`config.mk`:
```
export PLATFORM = sky130hd
export DESIGN_NAME = fcfir_chain
export DESIGN_NICKNAME = d
export VERILOG_FILES = /design/src/rtl/fcfir_pkg.sv /design/src/rtl/fcfir_chain.sv /design/src/rtl/fcfir_fifo_mem.sv
export SDC_FILE = /design/constraint.sdc
export NUM_CORES = 2
export LEC_CHECK = 0
export BUFFER_PORTS_ARGS = -buffer_cell sky130_fd_sc_hd__buf_2
export CORE_AREA = 5 5 675 677
export CTS_BUF_LIST = sky130_fd_sc_hd__clkbuf_2
export DETAILED_ROUTE_END_ITERATION = 12
export DIE_AREA = 0 0 680 682
export SYNTH_ARGS = -nofsm -noshare
export SYNTH_HDL_FRONTEND = slang
export SYNTH_SLANG_ARGS = --single-unit
```
`constraint.sdc`:
```
create_clock -name clk -period 7.6 [get_ports clk]
set_clock_uncertainty 0.1 [all_clocks]
set_input_delay 0.38 -clock clk [delete_from_list [all_inputs] [get_ports clk]]
set_output_delay 0.38 -clock clk [all_outputs]
set_load 0.005 [all_outputs]
```
`src/rtl/fcfir_pkg.sv`:
```
// Constants, carrier types and helper functions for the flow-controlled FIR chain.
package fcfir_pkg;

    ////////////////////////////////////////////////////////////////////////////////
    // Widths, depths and counts.
    localparam int DATA_W     = 16;
    localparam int COEF_W     = 16;
    localparam int ACC_W      = DATA_W + COEF_W + 2;
    localparam int NTAPS      = 4;
    localparam int COEF_FRAC  = 6;
    localparam int NSTAGES    = 3;
    localparam int FIFO_DEPTH = 64;
    localparam int FIFO_AW    = 6;
    localparam int FB_DELAY   = 4;
    localparam int FILL_W     = 2;

    // Occupancy at which a FIFO stops its stage, and the count values it is compared to.
    localparam logic [FIFO_AW:0]   HALF_THR   = 7'h20;
    localparam logic [FIFO_AW:0]   FIFO_FULL  = 7'h40;
    localparam logic [FIFO_AW:0]   COUNT_RST  = 7'h00;
    localparam logic [FIFO_AW-1:0] PTR_RST    = 6'h00;
    localparam logic [FILL_W-1:0]  FILL_MAX   = 2'h3;
    localparam logic [FILL_W-1:0]  FILL_RST   = 2'h0;

    // Default coefficients, unity gain at the chosen fraction width.
    localparam logic [NTAPS-1:0][COEF_W-1:0] COEF_DEF = {16'h0008, 16'h0018, 16'h0018, 16'h0008};

    ////////////////////////////////////////////////////////////////////////////////
    // Types.
    typedef struct packed {
        logic              valid;
        logic [DATA_W-1:0] data;
    } fcfir_beat_type;

    typedef enum logic [0:0] {
        FCFIR_DIRECT   = 1'b0,
        FCFIR_SYSTOLIC = 1'b1
    } fcfir_arch_type;

    localparam fcfir_beat_type BEAT_RST = '0;

    ////////////////////////////////////////////////////////////////////////////////
    // Multiply one sample by one coefficient and add it to a running sum.
    function automatic logic signed [ACC_W-1:0] fcfir_mac(
        input logic signed [ACC_W-1:0] acc,
        input logic [DATA_W-1:0]       x,
        input logic [COEF_W-1:0]       c
    );
        logic signed [DATA_W+COEF_W-1:0] prod;
        prod = $signed(x) * $signed(c);
        return acc + ACC_W'(prod);
    endfunction

    // Bring a sum back to sample width by dropping the fraction bits.
    function automatic logic [DATA_W-1:0] fcfir_scale(input logic signed [ACC_W-1:0] acc);
        return acc[COEF_FRAC +: DATA_W];
    endfunction

endpackage

```
`src/rtl/fcfir_chain.sv`:
```
// Three-stage FIR chain with forward flow control, FIFO back pressure and output buffer.
`timescale 1ns/100ps
module fcfir_chain #(
    parameter fcfir_pkg::fcfir_arch_type            ARCH = fcfir_pkg::FCFIR_DIRECT,
    parameter logic [fcfir_pkg::NTAPS-1:0][fcfir_pkg::COEF_W-1:0] COEF = fcfir_pkg::COEF_DEF
) (
    input  wire logic                         clk,        // System clock, 100 MHz.
    input  wire logic                         reset_n,    // Asynchronous reset, active low.
    input  wire logic                         clk_en,     // Freezes all state while low.
    input  wire logic [fcfir_pkg::DATA_W-1:0] in_data,    // Source sample.
    input  wire logic                         in_valid,   // Source sample is valid.
    output logic                              in_ready,   // Chain accepts a sample.
    output logic [fcfir_pkg::DATA_W-1:0]      out_data,   // Filtered sample.
    output logic                              out_valid,  // Filtered sample is valid.
    input  wire logic                         out_ready   // Consumer takes the sample.
);

    // Short names for the package sizes used throughout.
    localparam int N  = fcfir_pkg::NTAPS;
    localparam int S  = fcfir_pkg::NSTAGES;
    localparam int DW = fcfir_pkg::DATA_W;
    localparam int AW = fcfir_pkg::FIFO_AW;
    localparam int FD = fcfir_pkg::FB_DELAY;

    // How the chain paces itself.
    // A stage takes a sample only when it is offered and its own ready is high,
    // so a low valid leaves the tap line and result data of that stage where they were.
    // The ready of a stage is the occupancy test of the FIFO right behind it,
    // passed through a short delay line, and it reaches back one stage only.
    // The delay stands for the stage latency, which keeps the loop easy to time
    // and lets stages be chained without any global control.
    // After the test trips, the delay plus one result register of samples can
    // still arrive, so the threshold sits well below the FIFO capacity.
    // The last FIFO empties into a two-entry buffer that holds the output port,
    // so every output comes from a register and a consumer stall loses no word.
    // The clock enable gates every register, the sample memories included,
    // so dropping it freezes the chain cycle for cycle.

    ////////////////////////////////////////////////////////////////////////////////
    // Signals joining the stages.
    // Vectors are indexed by stage, stage 0 nearest the source.
    logic [S-1:0]         src_valid;   // Sample offered to each stage.
    logic [S-1:0][DW-1:0] src_data;
    logic [S-1:0]         stage_rdy;   // Delayed ready into each stage.
    logic [S-1:0]         stage_take;  // Stage accepts a sample this cycle.
    logic [S-1:0]         fifo_valid;  // FIFO head is present.
    logic [S-1:0][DW-1:0] fifo_head;
    logic [S-1:0]         fifo_pop;
    logic                 buf_ready;   // Output buffer can take a word.

    // The first stage is fed by the source, every later one by the FIFO before it.
    // Each later stage thus reads the head of the FIFO that its predecessor fills.
    always_comb begin
        src_valid[0] = in_valid;
        src_data[0]  = in_data;
        for (int s = 1; s < S; s++) begin
            src_valid[s] = fifo_valid[s-1];
            src_data[s]  = fifo_head[s-1];
        end
    end

    // A stage takes a sample only when it is offered and its ready is high.
    // The pop of each FIFO is the take of what follows it, the next stage or the output buffer: valid and ready ANDed.
    always_comb begin
        for (int s = 0; s < S; s++) begin
            stage_take[s] = src_valid[s] & stage_rdy[s];
        end
        for (int s = 0; s < S - 1; s++) begin
            fifo_pop[s] = stage_take[s+1];
        end
        fifo_pop[S-1] = fifo_valid[S-1] & buf_ready;
    end

    ////////////////////////////////////////////////////////////////////////////////
    // Stages: filter, FIFO and ready feedback.
    for (genvar s = 0; s < S; s++) begin : g_stage
        // Per-stage result register, ready delay line and FIFO state.
        fcfir_pkg::fcfir_beat_type res_d;
        fcfir_pkg::fcfir_beat_type res_q;
        logic [FD-1:0]             rdy_d;
        logic [FD-1:0]             rdy_q;
        logic [AW:0]               count_d;
        logic [AW:0]               count_q;
        logic [AW-1:0]             wptr_d;
        logic [AW-1:0]             wptr_q;
        logic [AW-1:0]             rptr_d;
        logic [AW-1:0]             rptr_q;
        logic [AW-1:0]             rd_addr;
        logic                      wr;
        logic                      en;

        // Stage enable is the take itself; the clock enable gates the registers.
        // A cycle without a take leaves the tap line and result data unchanged and clears the result valid flag.
        assign en = stage_take[s];

        if (ARCH == fcfir_pkg::FCFIR_DIRECT) begin : g_direct
            // Direct form: one register per tap after the first and one result register per stage.
            logic [N-2:0][DW-1:0]            taps_d;
            logic [N-2:0][DW-1:0]            taps_q;
            logic signed [fcfir_pkg::ACC_W-1:0] acc;

            // Sum of products runs every cycle; only the tap line and result are gated.
            // The tap line holds the three previous accepted samples, newest first,
            // so the history counts accepted samples only and gaps do not disturb it.
            // The result register takes the scaled sum and a valid flag on enable.
            always_comb begin
                acc = fcfir_pkg::fcfir_mac('0, src_data[s], COEF[0]);
                for (int k = 1; k < N; k++) begin
                    acc = fcfir_pkg::fcfir_mac(acc, taps_q[k-1], COEF[k]);
                end
                taps_d     = taps_q;
                res_d      = res_q;
                res_d.valid = 1'b0;
                if (en) begin
                    taps_d[0] = src_data[s];
                    for (int k = 1; k < N - 1; k++) begin
                        taps_d[k] = taps_q[k-1];
                    end
                    res_d.data  = fcfir_pkg::fcfir_scale(acc);
                    res_d.valid = 1'b1;
                end
            end

            // Tap line registers.
            // They clear to zero, so the first outputs see an empty history.
            always_ff @(posedge clk or negedge reset_n) begin
                if (!reset_n) begin
                    taps_q <= '0;
                end else if (clk_en) begin
                    taps_q <= taps_d;
                end
            end
        end else begin : g_systolic
            // Systolic form: two sample registers and one partial sum per tap after the first.
            logic [2*N-3:0][DW-1:0]                 xd_d;
            logic [2*N-3:0][DW-1:0]                 xd_q;
            logic [N-2:0][fcfir_pkg::ACC_W-1:0]     p_d;
            logic [N-2:0][fcfir_pkg::ACC_W-1:0]     p_q;
            logic [N-1:0][fcfir_pkg::ACC_W-1:0]     mac;
            logic [fcfir_pkg::FILL_W-1:0]           fill_d;
            logic [fcfir_pkg::FILL_W-1:0]           fill_q;

            // Samples move two registers per tap and sums one, so each tap sees the
            // right sample; the fill count holds off valid until the first full sum.
            // A stage gives the result for a sample only once three later samples
            // have entered, so the last three samples of a burst wait for more input.
            // The count saturates, so after the first three samples every enable counts.
            always_comb begin
                mac[0] = fcfir_pkg::fcfir_mac('0, src_data[s], COEF[0]);
                for (int k = 1; k < N; k++) begin
                    mac[k] = fcfir_pkg::fcfir_mac(p_q[k-1], xd_q[2*k-1], COEF[k]);
                end
                xd_d        = xd_q;
                p_d         = p_q;
                fill_d      = fill_q;
                res_d       = res_q;
                res_d.valid = 1'b0;
                if (en) begin
                    xd_d[0] = src_data[s];
                    for (int i = 1; i < 2 * N - 2; i++) begin
                        xd_d[i] = xd_q[i-1];
                    end
                    p_d = mac[N-2:0];
                    if (fill_q != fcfir_pkg::FILL_MAX) begin
                        fill_d = fill_q + 1'b1;
                    end
                    res_d.data  = fcfir_pkg::fcfir_scale(mac[N-1]);
                    res_d.valid = (fill_q == fcfir_pkg::FILL_MAX);
                end
            end

            // Systolic registers.
            // Sums and samples clear to zero, which matches an empty history.
            always_ff @(posedge clk or negedge reset_n) begin
                if (!reset_n) begin
                    xd_q   <= '0;
                    p_q    <= '0;
                    fill_q <= fcfir_pkg::FILL_RST;
                end else if (clk_en) begin
                    xd_q   <= xd_d;
                    p_q    <= p_d;
                    fill_q <= fill_d;
                end
            end
        end

        // FIFO pointers and count; a write is refused only if the queue is full.
        // The write comes straight from the result register, one cycle after a take.
        // Ready drops when the count reaches the threshold, and the delay line and
        // the result register let only a few more samples in, far fewer than the
        // slots above the threshold, so the full refusal is a guard that never acts.
        // The read address is the next read pointer, so the head follows a pop at once.
        always_comb begin
            wr      = res_q.valid && (count_q != fcfir_pkg::FIFO_FULL);
            wptr_d  = wr ? wptr_q + 1'b1 : wptr_q;
            rptr_d  = fifo_pop[s] ? rptr_q + 1'b1 : rptr_q;
            rd_addr = rptr_d;
            count_d = count_q;
            if (wr && !fifo_pop[s]) begin
                count_d = count_q + 1'b1;
            end else if (!wr && fifo_pop[s]) begin
                count_d = count_q - 1'b1;
            end
        end

        // Ready is high below half occupancy and reaches the stage through a delay line.
        // The delay must be at least the stage latency; a longer one costs headroom.
        // All ready flops reset high, so a sample may be offered right after reset.
        always_comb begin
            rdy_d = {rdy_q[FD-2:0], (count_q < fcfir_pkg::HALF_THR)};
        end

        // The stage sees the oldest ready; the FIFO is valid while it holds an entry.
        assign stage_rdy[s]  = rdy_q[FD-1];
        assign fifo_valid[s] = (count_q != fcfir_pkg::COUNT_RST);

        // Stage result, FIFO state and ready delay registers.
        // Reset empties the FIFO and clears the result valid flag.
        always_ff @(posedge clk or negedge reset_n) begin
            if (!reset_n) begin
                res_q   <= fcfir_pkg::BEAT_RST;
                rdy_q   <= '1;
                count_q <= fcfir_pkg::COUNT_RST;
                wptr_q  <= fcfir_pkg::PTR_RST;
                rptr_q  <= fcfir_pkg::PTR_RST;
            end else if (clk_en) begin
                res_q   <= res_d;
                rdy_q   <= rdy_d;
                count_q <= count_d;
                wptr_q  <= wptr_d;
                rptr_q  <= rptr_d;
            end
        end

        // Sample storage; the head word shows at the read register.
        // A word written into an empty FIFO passes through to the read register,
        // so it is at the head one cycle after the write.
        fcfir_fifo_mem #(
            .W  (DW),
            .AW (AW)
        ) u_mem (
            .clk     (clk),
            .reset_n (reset_n),
            .clk_en  (clk_en),
            .wr_en   (wr),
            .wr_addr (wptr_q),
            .wr_data (res_q.data),
            .rd_addr (rd_addr),
            .rd_data (fifo_head[s])
        );
    end

    // The chain's ready is the delayed ready of the first stage, taken from a flop.
    assign in_ready = stage_rdy[0];

    ////////////////////////////////////////////////////////////////////////////////
    // Two-entry output buffer, so a consumer stall never loses a word.
    fcfir_pkg::fcfir_beat_type ent0_d;
    fcfir_pkg::fcfir_beat_type ent0_q;
    fcfir_pkg::fcfir_beat_type ent1_d;
    fcfir_pkg::fcfir_beat_type ent1_q;
    logic                      buf_push;
    logic                      buf_pop;

    // The buffer takes a word while its second slot is free; the head drives the port.
    // A pop moves the second slot forward; a push fills the first free slot after it.
    // Readiness depends on the second slot only, so it comes from a register and
    // still leaves room for the word that is popped in the same cycle.
    always_comb begin
        buf_ready = ~ent1_q.valid;
        buf_push  = fifo_pop[S-1];
        buf_pop   = ent0_q.valid & out_ready;
        ent0_d    = ent0_q;
        ent1_d    = ent1_q;
        if (buf_pop) begin
            ent0_d       = ent1_q;
            ent1_d.valid = 1'b0;
        end
        if (buf_push) begin
            if (!ent0_d.valid) begin
                ent0_d.valid = 1'b1;
                ent0_d.data  = fifo_head[S-1];
            end else begin
                ent1_d.valid = 1'b1;
                ent1_d.data  = fifo_head[S-1];
            end
        end
    end

    // Buffer registers.
    // Both slots clear on reset, so output valid is low until the first result.
    always_ff @(posedge clk or negedge reset_n) begin
        if (!reset_n) begin
            ent0_q <= fcfir_pkg::BEAT_RST;
            ent1_q <= fcfir_pkg::BEAT_RST;
        end else if (clk_en) begin
            ent0_q <= ent0_d;
            ent1_q <= ent1_d;
        end
    end

    // The port shows the head slot directly.
    assign out_valid = ent0_q.valid;
    assign out_data  = ent0_q.data;

endmodule

```
`src/rtl/fcfir_fifo_mem.sv`:
```
// Small dual-port sample memory with a registered, write-first read port.
`timescale 1ns/100ps
module fcfir_fifo_mem #(
    parameter int W  = 16,
    parameter int AW = 6
) (
    input  wire logic          clk,      // System clock.
    input  wire logic          reset_n,  // Asynchronous reset, active low.
    input  wire logic          clk_en,   // Freezes all state while low.
    input  wire logic          wr_en,    // Write strobe.
    input  wire logic [AW-1:0] wr_addr,  // Write address.
    input  wire logic [W-1:0]  wr_data,  // Write data.
    input  wire logic [AW-1:0] rd_addr,  // Read address, seen next cycle.
    output logic      [W-1:0]  rd_data   // Registered read data.
);

    logic [W-1:0] mem [2**AW];
    logic [W-1:0] rd_data_d;
    logic [W-1:0] rd_data_q;

    // A write to the address being read is passed through, so a word written into
    // an empty queue is at the head on the very next cycle.
    always_comb begin
        rd_data_d = mem[rd_addr];
        if (wr_en && (wr_addr == rd_addr)) begin
            rd_data_d = wr_data;
        end
    end

    // Storage array, written without reset.
    always_ff @(posedge clk) begin
        if (clk_en && wr_en) begin
            mem[wr_addr] <= wr_data;
        end
    end

    // Read register.
    always_ff @(posedge clk or negedge reset_n) begin
        if (!reset_n) begin
            rd_data_q <= '0;
        end else if (clk_en) begin
            rd_data_q <= rd_data_d;
        end
    end

    assign rd_data = rd_data_q;

endmodule

```
# After elaboration in Yosys (flattened, before gate mapping)
# Memory sizes are Yosys's and may differ from the RTL's. A register that Yosys moved wholly into a read port is not among the register bits.
# Cells that the tools add are included.
# Widths: inputs -> output; s select.
[op_classes] add_sub_neg=21 n_mul=6 n_lt_le_gt_ge=3 n_eq_ne=3 muxes=24 bitwise_logic=6 n_reduce_logical=37
[op_table] op="$mux 17" n=7
[op_table] op="$mul 16x3->19 const B" n=6
[op_table] op="$add 19x22->22" n=3
[op_table] op="$add 22x19->22" n=3
[op_table] op="$add 22x22->22" n=3
[op_table] op="$mux 7" n=6
[op_table] op="$add 6x1->6 const B" n=6
[op_table] op="$add 7x1->7 const B" n=3
[op_table] op="$lt 7x6->1 const B" n=3
[op_table] op="$ne 7x7->1 const B" n=3
[op_table] op="$reduce_bool 7->1" n=3
[op_table] op="$sub 7x1->7 const B" n=3
[op_table] op="$mux 6" n=3
[op_table] op="$reduce_and 2->1" n=9
[op_table] op="$mux 16" n=1
[op_table] op="$logic_and 1x1->1" n=12
[op_table] op="$logic_not 1->1" n=9
[op_table] op="$mux 1" n=7
[op_table] op="$reduce_bool 2->1" n=3
[op_table] op="$and 1x1->1" n=5
[op_table] op="$reduce_and 3->1" n=1
[op_table] op="$not 1->1" n=1
[totals] regBits=298 mem_bits_rw=3072 inputBits=21 word_cells=134 memories=3
[memory_table] name="g_stage[0].u_mem.mem" depth=64 word_bits=16 rd=1 rd_ports_with_merged_regs=1 write_ports=1 line="fcfir_fifo_mem.sv:17" source="logic [W-1:0] mem [2**AW];"
[memory_table] name="g_stage[1].u_mem.mem" depth=64 word_bits=16 rd=1 rd_ports_with_merged_regs=1 write_ports=1 line="fcfir_fifo_mem.sv:17"
[memory_table] name="g_stage[2].u_mem.mem" depth=64 word_bits=16 rd=1 rd_ports_with_merged_regs=1 write_ports=1 line="fcfir_fifo_mem.sv:17"

# Depth between registers and ports, before layout
[depth] word_depth=6 ltp_mapped=25 depth_no_buf=25

# By module
# From an unflattened synthesis, not the netlist that was laid out.
[hier_totals] cells_unflattened=7496 area_unflattened_um2=140940.2
[by_module_without_submodules] module="fcfir_fifo_mem" instances=3 cells_each=1802 area_each_um2=39803.2 seq_area_each_um2=31149.9
[by_module_without_submodules] module="fcfir_chain" instances=1 cells_each=2090 area_each_um2=21530.6 seq_area_each_um2=7472.2

# Least setup slack after synthesis
# OpenSTA, ideal clock, no wires.
[synth_timing] kind="register -> register" from="register g_stage[2].g_direct.taps_q[17] in the netlist's numbering" to="register g_stage[2].res_q[15] in the netlist's numbering" arrival_ns=5.248 required_time_ns=7.417 path_slack_ns=2.170 stages_incl_launch_ff=21 synth_period_minus_slack_ns=5.430 cell_sequence="dfrtp_1 ha_1 ha_1 fa_1 a211oi_1 nor2_1 o41ai_1 o21ai_0 o41ai_1 xnor2_1 fa_1 inv_1 fa_1 inv_1 ha_1 or3_1 o311ai_0 a21boi_0 nor2_1 xnor3_1 o21ai_0"
[synth_via] elab_chain_len=3
[synth_lines] element="start, declared" line="fcfir_chain.sv:99" source="logic [N-2:0][DW-1:0] taps_q;"
[synth_lines] element="start signal, assigned" line="fcfir_chain.sv:130" source="taps_q <= taps_d;"
[synth_lines] element="$mul 16x3->19" line="fcfir_pkg.sv:50" source="prod = $signed(x) * $signed(c);"
[synth_lines] element="$add 22x22->22" line="fcfir_pkg.sv:51" source="return acc + ACC_W'(prod);"
[synth_lines] element="$add 22x19->22" line="fcfir_pkg.sv:51"
[synth_lines] element="end signal, assigned" line="fcfir_chain.sv:221" source="res_q <= fcfir_pkg::BEAT_RST;"
[synth_lines] element="end signal, assigned" line="fcfir_chain.sv:227" source="res_q <= res_d;"
[synth_lines] element="end, declared" line="fcfir_chain.sv:79" source="fcfir_pkg::fcfir_beat_type res_q;"
# No other way between the ends.
# A chain may end at the register's enable or synchronous reset.

# Final worst setup path
# Ends and elaborated chain as after synthesis.

==> impl_results.md <==
- Slew HR: 0.139
- Routed vias/inst: roughly 5
- WP buf/inv: 2
- Die height: roughly 680 µm
- Minimum clock period: 6560 ps
- Cell Chain, Critical Path: ha_1 > ha_1 > fa_1 > a211oi_1 > nor2_1 > o41ai_1 > o21ai_0 > o41ai_1 > xnor2_1 > fa_1 > inv_1 > fa_1 > inv_1 > ha_1 > or3_1 > o311ai_0 > a21boi_0 > nor2_1 > xnor3_1 > o21ai_0
- Post_cts resized: 0
- Initial antenna violation count: 11
- Drt drc: 0
- Final setup violation count: 0
- Clock Root Buffer: clkbuf_2
- CTS Hold Bufs: 82
- Critical Path Fanout Max: 4
- Delay-heaviest family, CP: compound AO/OA/AOI/OAI gates
- Final Hold Fails: 0
- Mapped Area: roughly 140000 µm²
- Register clock-pin slew on the reported worst setup and hold paths: ~120 ps
- Worst-Skew Late Latency: roughly 2200 ps
- Fmax: 0.152 GHz
- Synth-to-Final Area Change: 11.9%
- Post-synthesis async set-or-reset flop share: 0.101
- Synthesized area per cell: 17.7 µm²
- Reg area: approximately 100000 µm²
- Crit Path Class: reg2reg
- Longest Clk Path Bufs: 4
- Finished Layout Cells: between 15000 and 20000
- CTS H-tree depth: 6
- Vias in the first global route: between 80000 and 90000
- Pre-Repair DR Iteration Count: 6
- Final sum of negative setup slack: 0 ps
- Dpl cells: about 14000
- Crit share post-route: 0.863
- Syn Nets: around 8400
- Ports: 39
- Synth warnings: 0
- Req. time, crit path: around 9400 ps
- RePlAce Congestion: 0.803
- Max Slew Vio Count: 0
- ANT nets after route: 0
- Crit-path slowest cell: o41ai_1
- Die width: slightly below 700 µm
- TritonCTS clock tree: done
- Global-route usage over all layers: 0.145
- CP Capture Type: flop
- Synth unique cells: 73
- Mapped Cells: 8059
- Commonest non-fill, non-tap cell in the layout: edfxtp_1
- FP Rows: approximately 250
- Critical Path Max Stage Delay: between 600 and 700 ps
- Max Cap Viol: 0
- Fillers: between 40000 and 50000
- Hold/Removal Path Class: reg2reg
- Layout cells sized above 1: 0.262
- Outcome: completed
- Post-synthesis register bit count: around 3400
- RSZ-0062 raised after global routing: false
- Worst slew pin tran: 1290 ps
- Multi-input logic area: about 40000 µm²
- Largest net degree at the start of global routing: between 100 and 150
- Routed WL: roughly 340000 µm
- Starting Density: 0.319
- Critical path startpoint category: flop
- First-pass GRT wire length: about 510000 µm
- DP HPWL: a little under 200000 µm
- CTS sink cnt: between 3000 and 4000
- Fin area: about 160000 µm²
- Post-synthesis sequential area ratio: 0.706
- Total CTS buffers: 829
- Gr ovfl total: 0
- Die ar.: 464000 µm²
- PortBufs: 38
- Commonest cells after routing, fill and taps aside: edfxtp_1, clkbuf_2, nand2_1
- Core Footprint: 448000 µm²
- Cell Area, Placed: ~150000 µm²
- Nets@finish: roughly 9300
- Total setup buffers inserted after CTS: 0
- Hold Worst Slack: 251 ps
- Data arrival, critical path: approximately 8400 ps
- Initial DRC Count: just over 6000
- Drt wl/cell: roughly 22 µm
- Post-synth EDFFs: a little over 3000
- Routed vias: around 76000
- Most common flop cell mapped by yosys: edfxtp_1
[cell families (layout without fill, tap and decap cells)]
kind of cell / count (synthesis) / count (layout) / synth area share
xor+xnor: 216 / 216 / 0.0138
other cells: 0 / 13 / 0
compound gates: 667 / 667 / 0.0297
simple gates: 1472 / 1472 / 0.0446
flops: 3418 / 3418 / 0.706
fa+ha+maj: 363 / 363 / 0.0378
mux: 1301 / 1301 / 0.150
buf+inv: 622 / 2101 / 0.0182
[synth_stat cells, types with 98 or more instances]
| library cell | n | area share |
|---|---|---|
| a21oi_1 | 131 | 0.0046 |
| buf_2 | 98 | 0.0034 |
| clkbuf_1 | 210 | 0.0055 |
| dfrtp_1 | 334 | 0.058 |
| edfxtp_1 | 3072 | 0.65 |
| fa_1 | 114 | 0.016 |
| ha_1 | 249 | 0.022 |
| inv_1 | 236 | 0.0062 |
| mux2_2 | 102 | 0.0080 |
| mux2i_1 | 542 | 0.038 |
| mux4_2 | 656 | 0.10 |
| nand2_1 | 712 | 0.019 |
| nand3_1 | 167 | 0.0058 |
| nor2_1 | 349 | 0.0092 |
| o21ai_0 | 157 | 0.0055 |
| xnor2_1 | 144 | 0.0088 |
[worst register-to-register path: cells and delay by family (launching register included)]
family / cells / cell delay, ps
fa+ha+maj: 6 / 2250
compound gates: 7 / 2350
flops: 1 / 420
simple gates: 3 / 650
xor+xnor: 2 / 410
buf+inv: 2 / 100
[final timing paths]
| path | endpoint | slack (ps) | from | depth (start not counted) |
|---|---|---|---|---|
| setup / recovery | g_stage[2].res_q[15] | 1040 | g_stage[2].g_direct.taps_q[17] | 20 |
| max in group asynchronous | g_stage[1].g_direct.taps_q[45] | 5400 | reset_n | 7 |
| min in group asynchronous | g_stage[0].g_direct.taps_q[14] | 530 | reset_n | 6 |
| hold / removal | g_stage[2].g_direct.taps_q[16] | 250 | g_stage[2].g_direct.taps_q[0] | 2 |
| hold reg to reg | g_stage[2].g_direct.taps_q[16] | 250 | g_stage[2].g_direct.taps_q[0] | 2 |
| setup reg to reg | g_stage[2].res_q[15] | 1040 | g_stage[2].g_direct.taps_q[17] | 20 |
[sequential cells by signal (all words and copies together), names as in the netlist, 16 cells and up]
signal / cells
ent1_q: 17
g_stage.count_q: 21
g_stage.g_direct.taps_q: 144
g_stage.res_q: 51
g_stage.rptr_q: 18
g_stage.u_mem.mem: 3072
g_stage.u_mem.rd_data: 48
g_stage.wptr_q: 18
out_data: 16
[through the flow]
step	setup WS, ps	util
finish	1040	0.357
global route	568	0.357
CTS	984	0.357
detailed placement	1200	0.338
global placement	1140	0.338
floorplan	2170	-
[final cells by class]
| class | instances | area share |
|---|---|---|
| multi-input combinational | 4019 | 0.249 |
| antenna | 13 | 0.000204 |
| tap | 5952 | 0.0466 |
| timing repair buffer | 382 | 0.0200 |
| inverter | 237 | 0.00557 |
| sequential | 3418 | 0.632 |
| clock inverter | 266 | 0.00900 |
| clock buffer | 1216 | 0.0381 |
[per-layer routing]
| layer | routed length [µm] | track usage |
|---|---|---|
| met4 | 10400 | 0.0518 |
| met2 | 170000 | 0.245 |
| met5 | 78 | 0 |
| met3 | 21700 | 0.0280 |
| met1 | 142000 | 0.186 |
Power is not shown: default switching activity piles up to over one toggle a cycle in this logic, so the estimate is an artifact.
